<file path="src/dram_host_consts.svh">
/*
  Constants for the parity memory module host: field positions, reset
  levels and timing figures with their cycle counts at a 50 MHz clock.
  Assumes it is included by bare name wherever a figure is needed.
*/
`ifndef DRAM_HOST_CONSTS_SVH
`define DRAM_HOST_CONSTS_SVH

// ------------------------------------------------------------------
// Address and data layout
// ------------------------------------------------------------------
`define DRAM_ADDR_BITS 22
`define DRAM_PIN_ADDR_BITS 11
`define DRAM_COL_LSB 0
`define DRAM_ROW_LSB 11
`define DRAM_DATA_BITS 9
`define DRAM_LANE_BITS 8
`define DRAM_PARITY_BIT 8
`define DRAM_REF_ROW_BITS 10

// ------------------------------------------------------------------
// Reset levels of the pins
// ------------------------------------------------------------------
`define DRAM_STROBE_RST 1'b1
`define DRAM_ADDR_RST 11'h000
`define DRAM_LANE_RST 8'h00

// ------------------------------------------------------------------
// Timing, in ns (refresh period in ms) as printed, and in clock cycles
// ------------------------------------------------------------------
`define DRAM_CLK_NS 20
`define DRAM_CYC_MIN(t) (((t) + `DRAM_CLK_NS - 1) / `DRAM_CLK_NS)
`define DRAM_CYC_MAX(t) ((t) / `DRAM_CLK_NS)
`define DRAM_T_RP_NS 60
`define DRAM_T_RAS_MIN_NS 80
`define DRAM_T_RAS_MAX_NS 10000
`define DRAM_T_RASP_MAX_NS 100000
`define DRAM_T_RCD_NS 20
`define DRAM_T_CAS_NS 20
`define DRAM_T_CAC_NS 20
`define DRAM_T_CP_NS 10
`define DRAM_T_PC_NS 40
`define DRAM_T_CSR_NS 10
`define DRAM_T_WSR_NS 10
`define DRAM_T_REF_MS 16
`define DRAM_REF_ROWS 1024
`define DRAM_READ_SETTLE_CYC 6
`define DRAM_PAGE_MARGIN_CYC 16
`define DRAM_RP_CYC `DRAM_CYC_MIN(`DRAM_T_RP_NS)
`define DRAM_RAS_MIN_CYC `DRAM_CYC_MIN(`DRAM_T_RAS_MIN_NS)
`define DRAM_RCD_CYC `DRAM_CYC_MIN(`DRAM_T_RCD_NS)
`define DRAM_CAS_CYC `DRAM_CYC_MIN(`DRAM_T_CAS_NS)
`define DRAM_READ_CAS_CYC \
  (`DRAM_CYC_MIN(`DRAM_T_CAC_NS) + `DRAM_READ_SETTLE_CYC)
`define DRAM_CP_CYC `DRAM_CYC_MIN(`DRAM_T_CP_NS)
`define DRAM_PC_CYC `DRAM_CYC_MIN(`DRAM_T_PC_NS)
`define DRAM_CSR_CYC `DRAM_CYC_MIN(`DRAM_T_CSR_NS)
`define DRAM_WSR_CYC `DRAM_CYC_MIN(`DRAM_T_WSR_NS)
`define DRAM_RASP_MAX_CYC `DRAM_CYC_MAX(`DRAM_T_RASP_MAX_NS)
`define DRAM_RAS_MAX_CYC `DRAM_CYC_MAX(`DRAM_T_RAS_MAX_NS)
`define DRAM_REF_INTERVAL_CYC \
  `DRAM_CYC_MAX(`DRAM_T_REF_MS * 1000000 / `DRAM_REF_ROWS)

`endif

</file>
<file path="src/dram_host_pkg.sv">
/*
  Types shared by the parity memory module host: controller states, the
  user request and the bundle of pins driven toward the module.
  Assumes dram_host_consts.svh is on the include path.
*/
`include "dram_host_consts.svh"

package dram_host_pkg;

  typedef enum logic [3:0] {
    ST_IDLE, ST_ROW, ST_RCD, ST_COL, ST_CAS, ST_CAS_UP, ST_PAGE,
    ST_PRE, ST_CBR_CAS, ST_REF_ROW, ST_REF_RAS
  } ctrl_state_type;

  typedef struct packed {
    logic write;
    logic parity_en;
    logic [`DRAM_ADDR_BITS-1:0] addr;
    logic [`DRAM_DATA_BITS-1:0] data;
  } user_req_type;

  typedef struct packed {
    logic ras_n;
    logic cas_n;
    logic parity_column_strobe_n;
    logic we_n;
    logic [`DRAM_PIN_ADDR_BITS-1:0] multiplexed_addr;
    logic [`DRAM_LANE_BITS-1:0] shared_data_lines_out;
    logic shared_data_lines_oe;
    logic parity_input;
  } dram_pins_type;

endpackage

</file>
<file path="src/dram_module_host.sv">
/*
  Host controller for a 4M x 9 asynchronous memory module: one request at
  a time, same-row page accesses, periodic refresh.
  Assumes the module pins sit directly on the ports, the shared data lines
  are resolved outside from out and oe, and clk runs at 50 MHz.
*/
`timescale 1ns/1ps
`include "dram_host_consts.svh"

// Functional notes
// - Eight shared data lines move together under the shared column strobe.
// - Ninth bit has own input, output and strobe, asserted independently.
// - Issue 1024 refresh cycles, one per row, every 16 ms.
// - Only early writes: write enable low before column strobe falls.
// - Row strobe low at most 10000 ns non-page, 100000 ns in page mode.
// - Column-first refresh: column strobe falls 10 ns before row strobe.
// - Column-first refresh: write enable high 10 ns before row strobe falls.
// - Row-only refresh cycles row strobe with column strobe kept high.
// - Read ends with write enable high until either strobe rises.
// - Page mode allows several columns per row; cycles 40 ns apart.
module dram_module_host #(
  parameter int unsigned PAGE_LIMIT_CYC = `DRAM_RASP_MAX_CYC,
  parameter bit ROW_ONLY_REFRESH = 1'b0
) (
  input wire logic clk,
  input wire logic resetn,
  input wire logic req_valid,
  input wire dram_host_pkg::user_req_type req,
  output logic req_ready,
  output logic rsp_valid,
  output logic [`DRAM_DATA_BITS-1:0] rsp_data,
  output dram_host_pkg::dram_pins_type pins,
  input wire logic [`DRAM_LANE_BITS-1:0] shared_data_lines_in,
  input wire logic parity_output
);

  // ------------------------------------------------------------------
  // Parameter checks
  // ------------------------------------------------------------------
  localparam int unsigned RAS_CNT_BITS = $clog2(PAGE_LIMIT_CYC + 1);
  localparam int unsigned REF_BITS = $clog2(`DRAM_REF_INTERVAL_CYC + 1);

  if (PAGE_LIMIT_CYC <= `DRAM_PAGE_MARGIN_CYC ||
      PAGE_LIMIT_CYC > `DRAM_RASP_MAX_CYC) begin : g_bad_page
    $error("PAGE_LIMIT_CYC out of range");
  end

  // ------------------------------------------------------------------
  // Declarations
  // ------------------------------------------------------------------
  dram_host_pkg::ctrl_state_type state;
  dram_host_pkg::ctrl_state_type next_state;
  dram_host_pkg::user_req_type cur;
  dram_host_pkg::user_req_type next_cur;
  logic [3:0] wait_cnt;
  logic [RAS_CNT_BITS-1:0] ras_cnt;
  logic [REF_BITS-1:0] ref_timer;
  logic ref_pend;
  logic next_ref_pend;
  logic ref_tick;
  logic [`DRAM_REF_ROW_BITS-1:0] ref_row;
  logic held;
  logic take;
  logic done;
  logic same_row;
  logic page_ok;
  logic [`DRAM_DATA_BITS-1:0] sync1;
  logic [`DRAM_DATA_BITS-1:0] sync2;
  logic [`DRAM_DATA_BITS-1:0] sync3;
  logic [`DRAM_DATA_BITS-1:0] filt;

  // Cycles a state lasts; read strobes stay low until the synchronised
  // data has settled, so reads cost more than writes.
  function automatic logic [3:0] hold_cycles(
    input dram_host_pkg::ctrl_state_type st,
    input logic wr
  );
    logic [3:0] n;
    n = 4'h1;
    unique case (st)
      dram_host_pkg::ST_RCD: n = 4'(`DRAM_RCD_CYC);
      dram_host_pkg::ST_CAS: n = wr ? 4'(`DRAM_CAS_CYC)
                                    : 4'(`DRAM_READ_CAS_CYC);
      dram_host_pkg::ST_CAS_UP: n = 4'(`DRAM_CP_CYC);
      dram_host_pkg::ST_PRE: n = 4'(`DRAM_RP_CYC);
      dram_host_pkg::ST_CBR_CAS: n = 4'(`DRAM_CSR_CYC);
      dram_host_pkg::ST_REF_RAS: n = 4'(`DRAM_RAS_MIN_CYC);
      default: n = 4'h1;
    endcase
    return n;
  endfunction

  function automatic logic ras_low_in(
    input dram_host_pkg::ctrl_state_type st
  );
    return st inside {dram_host_pkg::ST_RCD, dram_host_pkg::ST_COL,
                      dram_host_pkg::ST_CAS, dram_host_pkg::ST_CAS_UP,
                      dram_host_pkg::ST_PAGE, dram_host_pkg::ST_REF_RAS};
  endfunction

  // ------------------------------------------------------------------
  // Request acceptance and sequencing
  // ------------------------------------------------------------------
  assign take = req_valid && req_ready;
  assign done = (wait_cnt == 4'h0);
  assign same_row = (req.addr[`DRAM_ADDR_BITS-1:`DRAM_ROW_LSB] ==
                     cur.addr[`DRAM_ADDR_BITS-1:`DRAM_ROW_LSB]);
  // Leave room for one more access before the page-mode ceiling
  assign page_ok = !ref_pend && (ras_cnt <
    RAS_CNT_BITS'(PAGE_LIMIT_CYC - `DRAM_PAGE_MARGIN_CYC));
  assign next_cur = take ? req : cur;
  assign ref_tick = (ref_timer == '0);
  assign next_ref_pend = ref_tick ||
    (ref_pend && !(state == dram_host_pkg::ST_IDLE && !take));

  always_comb begin
    next_state = state;
    unique case (state)
      dram_host_pkg::ST_IDLE: begin
        if (take) begin
          next_state = dram_host_pkg::ST_ROW;
        end else if (ref_pend) begin
          next_state = ROW_ONLY_REFRESH ? dram_host_pkg::ST_REF_ROW
                                        : dram_host_pkg::ST_CBR_CAS;
        end
      end
      dram_host_pkg::ST_ROW:
        if (done) next_state = dram_host_pkg::ST_RCD;
      dram_host_pkg::ST_RCD:
        if (done) next_state = dram_host_pkg::ST_COL;
      dram_host_pkg::ST_COL:
        if (done) next_state = dram_host_pkg::ST_CAS;
      dram_host_pkg::ST_CAS:
        if (done) next_state = dram_host_pkg::ST_CAS_UP;
      dram_host_pkg::ST_CAS_UP: begin
        if (done && ras_cnt >= RAS_CNT_BITS'(`DRAM_RAS_MIN_CYC - 1)) begin
          next_state = dram_host_pkg::ST_PAGE;
        end
      end
      dram_host_pkg::ST_PAGE: begin
        if (take && same_row && page_ok) begin
          next_state = dram_host_pkg::ST_COL;
        end else begin
          next_state = dram_host_pkg::ST_PRE;
        end
      end
      dram_host_pkg::ST_PRE: begin
        if (done) begin
          next_state = held ? dram_host_pkg::ST_ROW
                            : dram_host_pkg::ST_IDLE;
        end
      end
      dram_host_pkg::ST_CBR_CAS:
        if (done) next_state = dram_host_pkg::ST_REF_RAS;
      dram_host_pkg::ST_REF_ROW:
        if (done) next_state = dram_host_pkg::ST_REF_RAS;
      dram_host_pkg::ST_REF_RAS:
        if (done) next_state = dram_host_pkg::ST_PRE;
    endcase
  end

  always_ff @(posedge clk or negedge resetn) begin
    if (!resetn) begin
      state <= dram_host_pkg::ST_IDLE;
      wait_cnt <= 4'h0;
    end else begin
      state <= next_state;
      if (next_state != state) begin
        wait_cnt <= hold_cycles(next_state, next_cur.write) - 4'h1;
      end else if (!done) begin
        wait_cnt <= wait_cnt - 4'h1;
      end
    end
  end

  // A request taken while a row closes is kept and replayed afterwards
  always_ff @(posedge clk or negedge resetn) begin
    if (!resetn) begin
      cur <= '0;
      held <= 1'b0;
    end else begin
      cur <= next_cur;
      if (state == dram_host_pkg::ST_PAGE && take &&
          next_state == dram_host_pkg::ST_PRE) begin
        held <= 1'b1;
      end else if (state == dram_host_pkg::ST_PRE &&
                   next_state == dram_host_pkg::ST_ROW) begin
        held <= 1'b0;
      end
    end
  end

  always_ff @(posedge clk or negedge resetn) begin
    if (!resetn) begin
      req_ready <= 1'b0;
    end else begin
      req_ready <= !next_ref_pend && !held &&
        (next_state == dram_host_pkg::ST_IDLE ||
         next_state == dram_host_pkg::ST_PAGE);
    end
  end

  // ------------------------------------------------------------------
  // Row strobe low-time tracking
  // ------------------------------------------------------------------
  // Single accesses close after one column, far inside the non-page limit
  always_ff @(posedge clk or negedge resetn) begin
    if (!resetn) begin
      ras_cnt <= '0;
    end else if (pins.ras_n) begin
      ras_cnt <= '0;
    end else if (ras_cnt != '1) begin
      ras_cnt <= ras_cnt + RAS_CNT_BITS'(1);
    end
  end

  // ------------------------------------------------------------------
  // Refresh scheduling
  // ------------------------------------------------------------------
  // Set wins over clear so a tick during refresh start is kept
  always_ff @(posedge clk or negedge resetn) begin
    if (!resetn) begin
      ref_timer <= REF_BITS'(`DRAM_REF_INTERVAL_CYC - 1);
      ref_pend <= 1'b0;
      ref_row <= '0;
    end else begin
      ref_pend <= next_ref_pend;
      if (ref_tick) begin
        ref_timer <= REF_BITS'(`DRAM_REF_INTERVAL_CYC - 1);
      end else begin
        ref_timer <= ref_timer - REF_BITS'(1);
      end
      if (state == dram_host_pkg::ST_REF_RAS && done) begin
        ref_row <= ref_row + `DRAM_REF_ROW_BITS'(1);
      end
    end
  end

  // ------------------------------------------------------------------
  // Pin drive
  // ------------------------------------------------------------------
  always_ff @(posedge clk or negedge resetn) begin
    if (!resetn) begin
      pins.ras_n <= `DRAM_STROBE_RST;
      pins.cas_n <= `DRAM_STROBE_RST;
      pins.parity_column_strobe_n <= `DRAM_STROBE_RST;
      pins.we_n <= `DRAM_STROBE_RST;
      pins.multiplexed_addr <= `DRAM_ADDR_RST;
      pins.shared_data_lines_out <= `DRAM_LANE_RST;
      pins.shared_data_lines_oe <= 1'b0;
      pins.parity_input <= 1'b0;
    end else begin
      pins.ras_n <= !ras_low_in(next_state);
      // Column-first refresh drops both column strobes a cycle early
      pins.cas_n <= !(next_state == dram_host_pkg::ST_CAS ||
        (!ROW_ONLY_REFRESH &&
         next_state inside {dram_host_pkg::ST_CBR_CAS,
                            dram_host_pkg::ST_REF_RAS}));
      pins.parity_column_strobe_n <=
        !((next_state == dram_host_pkg::ST_CAS && next_cur.parity_en) ||
          (!ROW_ONLY_REFRESH &&
           next_state inside {dram_host_pkg::ST_CBR_CAS,
                              dram_host_pkg::ST_REF_RAS}));
      // Write enable falls with the row phase (with the column address for a
      // page access), before the column strobe, and stays high for reads and refresh
      pins.we_n <= !(next_cur.write &&
        next_state inside {dram_host_pkg::ST_ROW, dram_host_pkg::ST_RCD,
                           dram_host_pkg::ST_COL, dram_host_pkg::ST_CAS,
                           dram_host_pkg::ST_CAS_UP});
      if (next_state inside {dram_host_pkg::ST_ROW,
                             dram_host_pkg::ST_RCD}) begin
        pins.multiplexed_addr <=
          next_cur.addr[`DRAM_ADDR_BITS-1:`DRAM_ROW_LSB];
      end else if (next_state inside {dram_host_pkg::ST_COL,
                                      dram_host_pkg::ST_CAS}) begin
        pins.multiplexed_addr <=
          next_cur.addr[`DRAM_ROW_LSB-1:`DRAM_COL_LSB];
      end else if (next_state == dram_host_pkg::ST_REF_ROW) begin
        pins.multiplexed_addr <= {1'b0, ref_row};
      end
      // Lines are driven only for a write, released as the strobe rises
      pins.shared_data_lines_oe <= next_cur.write &&
        next_state inside {dram_host_pkg::ST_ROW, dram_host_pkg::ST_RCD,
                           dram_host_pkg::ST_COL,
                           dram_host_pkg::ST_CAS};
      pins.shared_data_lines_out <= next_cur.data[`DRAM_LANE_BITS-1:0];
      pins.parity_input <= next_cur.data[`DRAM_PARITY_BIT];
    end
  end

  // ------------------------------------------------------------------
  // Read capture
  // ------------------------------------------------------------------
  // Three stages; a bit is taken once stages two and three agree
  always_ff @(posedge clk or negedge resetn) begin
    if (!resetn) begin
      sync1 <= '0;
      sync2 <= '0;
      sync3 <= '0;
      filt <= '0;
    end else begin
      sync1 <= {parity_output, shared_data_lines_in};
      sync2 <= sync1;
      sync3 <= sync2;
      filt <= (~(sync2 ^ sync3) & sync3) | ((sync2 ^ sync3) & filt);
    end
  end

  // Parity reads as zero when its strobe was left high
  always_ff @(posedge clk or negedge resetn) begin
    if (!resetn) begin
      rsp_valid <= 1'b0;
      rsp_data <= '0;
    end else begin
      rsp_valid <= 1'b0;
      if (state == dram_host_pkg::ST_CAS && done && !cur.write) begin
        rsp_valid <= 1'b1;
        rsp_data <= {filt[`DRAM_PARITY_BIT] & cur.parity_en,
                     filt[`DRAM_LANE_BITS-1:0]};
      end
    end
  end

endmodule

</file>
<file path="config.mk">
export PLATFORM = sky130hd
export DESIGN_NAME = dram_module_host
export DESIGN_NICKNAME = d
export VERILOG_FILES = /design/src/dram_host_pkg.sv /design/src/dram_module_host.sv
export VERILOG_INCLUDE_DIRS = /design/src
export SDC_FILE = /design/constraint.sdc
export NUM_CORES = 1
export LEC_CHECK = 0
export BUFFER_PORTS_ARGS = -buffer_cell sky130_fd_sc_hd__buf_4
export CAP_MARGIN = 20
export CORE_UTILIZATION = 60
export DETAILED_ROUTE_END_ITERATION = 6
export HOLD_SLACK_MARGIN = 0.02
export PLACE_DENSITY = 0.83
export SYNTH_ARGS = -nofsm -noshare
export SYNTH_HDL_FRONTEND = slang
export SYNTH_SLANG_ARGS = --single-unit
export TNS_END_PERCENT = 50
</file>
<file path="constraint.sdc">
create_clock -name clk -period 7.6 [get_ports clk]
set_clock_uncertainty 0.2 [all_clocks]
set_input_delay 0.38 -clock clk [delete_from_list [all_inputs] [get_ports clk]]
set_output_delay 0.38 -clock clk [all_outputs]
set_load 0.01 [all_outputs]
</file>
==> impl_metrics.tcl <==
set metrics [dict create \
    worstRegToRegCells 12 \
    worstSetupStartpointType "register" \
    leakage_nw 3.63 \
    postCtsSetupBuffers 0 \
    drt_pass1_iterations 5 \
    vias 4896 \
    syn-cell-area_um2 6080 \
    grt_pass1_vias 4903 \
    grtUsageMet3_pct 6.92 \
    rrSetupSlack_ns 3.79 \
    busiest_layer "met2" \
    drive_gt1_share_pct 19.8 \
    syn_area_per_cell_um2 10.4 \
    rows 36 \
    critPathMaxStageDelay_ns 0.76 \
    setup_tns_ns 0 \
    antenna_left 0 \
    max_freq_ghz 0.262 \
    grt.overflow.total 0 \
    setup_viol 0 \
    synth_edf_count 0 \
    drtIter0Drc 350 \
    yosysSeqAreaShare_pct 57.4 \
    rr_startpoint "wait_cnt[1]" \
    comb_power_share_pct 43.2 \
    finalHoldViolCount 0 \
    ioPinCount 81 \
    required_ns 7.85 \
    n_fill_cell 596 \
    peakVddDrop_v 0.000398 \
    io_buffers 80 \
    core_area_um2 9820 \
    grt_pass1_wl_um 24300 \
    wl_um 15100 \
    h-tree-depth 4 \
    synthFlopType "dfrtp_1" \
    worst_path_max_delay_cell "nor4_4" \
    worstSetupStartpoint "wait_cnt[1]" \
    cts-root-buf "clkbuf_8" \
    cts.sinks 139 \
    antenna_found_initial 0 \
    cts_tree "yes" \
    cpMostUsedCell "a21oi_1" \
    start_util_pct 61.9 \
    gp_congestion 0.839 \
    arrival_ns 4.06 \
    status "finished clean" \
    routed_via_density 5.77 \
    die-height_um 103 \
    critPathMaxFanout 15 \
    clk_latency_ns 0.53 \
    nNetsFinal 752 \
    wl_per_cell_um 17.8 \
    use_met1_pct 37.5 \
    switching_power_mw 1.42 \
    ctsResizeCount 0 \
    hold_path_class "register to register" \
    ys_warn_count 0 \
    ys_async_sr_fraction_pct 100 \
    die_x_um 103 \
    clockBufferDepth 2 \
    syn_inst 587 \
    n_antenna_cell 0 \
    syn2layout_area_growth_pct 27.3 \
    yosysUniqueCellTypes 66 \
    clockPowerShare_pct 24.0 \
    p_seq_share_pct 32.8 \
    grt_use_total_pct 31.1 \
    internal_power_mw 2.06 \
    r2r_end "wait_cnt[2]" \
    hold_buffers 43 \
    floorplan.die_area_um2 10500 \
    grt_start_max_net_pins 93 \
    min_period_ns 3.81 \
    route.detailed.drc 0 \
    power_mw 3.49 \
    maxCapViolations 0 \
    worstPathCellList "nor4_4, nor4_1, a2111oi_0, a31o_1, inv_4, xnor2_1, o211a_4, a21oi_1, a22oi_1, ha_1, a21oi_1, a32oi_1" \
    drv_slew 0 \
    synthesis.nets 636 \
    synth_seq_cells 139 \
    dp_hpwl_um 8540 \
    worstSetupEndpoint "wait_cnt[2]" \
    end_kind "register" \
    power_density_nw_per_um2 450 \
    clkSlewWorstSetupHoldPaths_ns 0.07 \
    numCtsBuffers 17 \
    fin_crit_sh_pct 50.1 \
    grtUsageMet2_pct 52.7 \
    slew_headroom_pct 45.9 \
    rsz0062_at_grt "false" \
    setup.worst_path.class "register to register" \
    swShare_pct 40.9 \
    hp-start "sync1[1]" \
    worstMarginPinSlew_ns 0.805 \
]
[critical path: cells and delay by family, from the launching register on]
kind	cells	cell delay [ns]
flops	1	0.44
compound gates	7	1.72
simple gates	2	0.88
xor+xnor	1	0.18
buf+inv	1	0.10
fa+ha+maj	1	0.20
[flip-flops by register name, indices dropped and copies added, names as in the netlist, named ones only]
| name | cells |
|---|---|
| wait_cnt | 4 |
| cur | 26 |
| ras_cnt | 13 |
| sync2 | 9 |
| state | 4 |
| ref_timer | 10 |
| req_ready | 1 |
| sync3 | 9 |
| ref_pend | 1 |
| ref_row | 10 |
| rsp_valid | 1 |
| rsp_data | 9 |
| sync1 | 9 |
| pins | 23 |
| held | 1 |
[synth_stat cells (all sizes together) (2+ instances only)]
master   instances  area [µm²]
nand2          149         569
dfrtp          131        3280
nor2            35         139
o21ai           25         125
buf             22         129
xor2            20         175
nor3            17         123
a21oi           16        80.1
xnor2           14         123
nand3           13        65.1
a2bb2oi         12         105
and3            12        75.1
a22oi           11        87.6
inv              9        41.3
maj3             9        90.1
dfstp            8         210
clkbuf           7        26.3
nor4             7        65.1
a31oi            6        37.5
nand2b           5        31.3
or3              5        31.3
a41oi            4        35.0
and2             4        25.0
ha               4        50.1
mux2i            4        40.0
nand4            4        25.0
o22ai            3        31.3
a21o             2        15.0
and4             2        17.5
mux2             2        26.3
nor2b            2        12.5
o211ai           2        15.0
or4              2        15.0
[routing by layer]
metal | up-vias | part of all wire (%)
met5 | - | 0
met1 | 2374 | 40
li1 | 2255 | -
met3 | 50 | 6.2
met2 | 217 | 51
met4 | 0 | 3.0
[cell usage in the layout, fill, tap and decap left out, drive strengths merged, types with 7 or more instances in the layout]
master,n
a22oi,11
dfstp,8
xor2,20
nand3,13
nor2,35
clkbuf,17
dlygate4sd3,43
a21oi,16
o21ai,25
dfrtp,131
nor4,7
inv,18
nand2,149
and3,12
buf,83
maj3,9
a2bb2oi,12
nor3,17
xnor2,14
[power by group through the flow]
stage	clock, mW	sequential (mW)	combinational [mW]
detailed placement	0	1.14	1.43
floorplan	0	1.08	1.05
CTS	0.846	1.13	1.48
finish	0.837	1.14	1.51
global route	0.881	1.17	1.66
global placement	0	1.13	1.37
[through the flow]
step	util (%)	area [µm²]	hold slack [ns]	setup slack (ns)	std cells
CTS	78.9	7740	0.151	3.97	849
floorplan	-	6080	-0.116	4.77	587
global route	78.9	7740	0.154	3.58	849
detailed placement	68.4	6720	0.135	4.05	774
global placement	68.4	6720	0.132	4.27	774
finish	78.9	7740	0.150	3.79	849
[worst min-delay path by stage]
| stage | end | depth (start not counted) |
|---|---|---|
| 2_1_floorplan | async pin | 0 |
| 3_3_place_gp | sync2[5] | 0 |
| 3_5_place_dp | sync2[1] | 0 |
| 4_1_cts | sync2[1] | 0 |
| 5_1_grt | sync2[6] | 0 |
| 6_report | sync2[1] | 0 |
[cell families (layout without fill, tap and decap cells)]
logic type                 after synthesis  after routing  share of synthesized area (%)
and+or+nand+nor                        263            263                           20.5
AOI/OAI and AO/OA                       93             93                           10.6
DFF                                    139            139                           57.4
buffers and inverters                   39            168                           3.29
muxes                                    6              6                           1.09
adders and majority gates               13             13                           2.30
xor gates and xnor gates                34             34                           4.90
[final cells by class]
type,count,area [µm²],area share [%]
Tap cell,133,166,2.15
Sequential cell,139,3490,45.0
Timing Repair Buffer,126,1060,13.7
Clock buffer,17,414,5.35
Inverter,10,45.0,0.582
Clock inverter,15,180,2.33
Multi-Input combinational cell,409,2390,30.9
No activity file was read; power rests on OpenSTA's default activity.
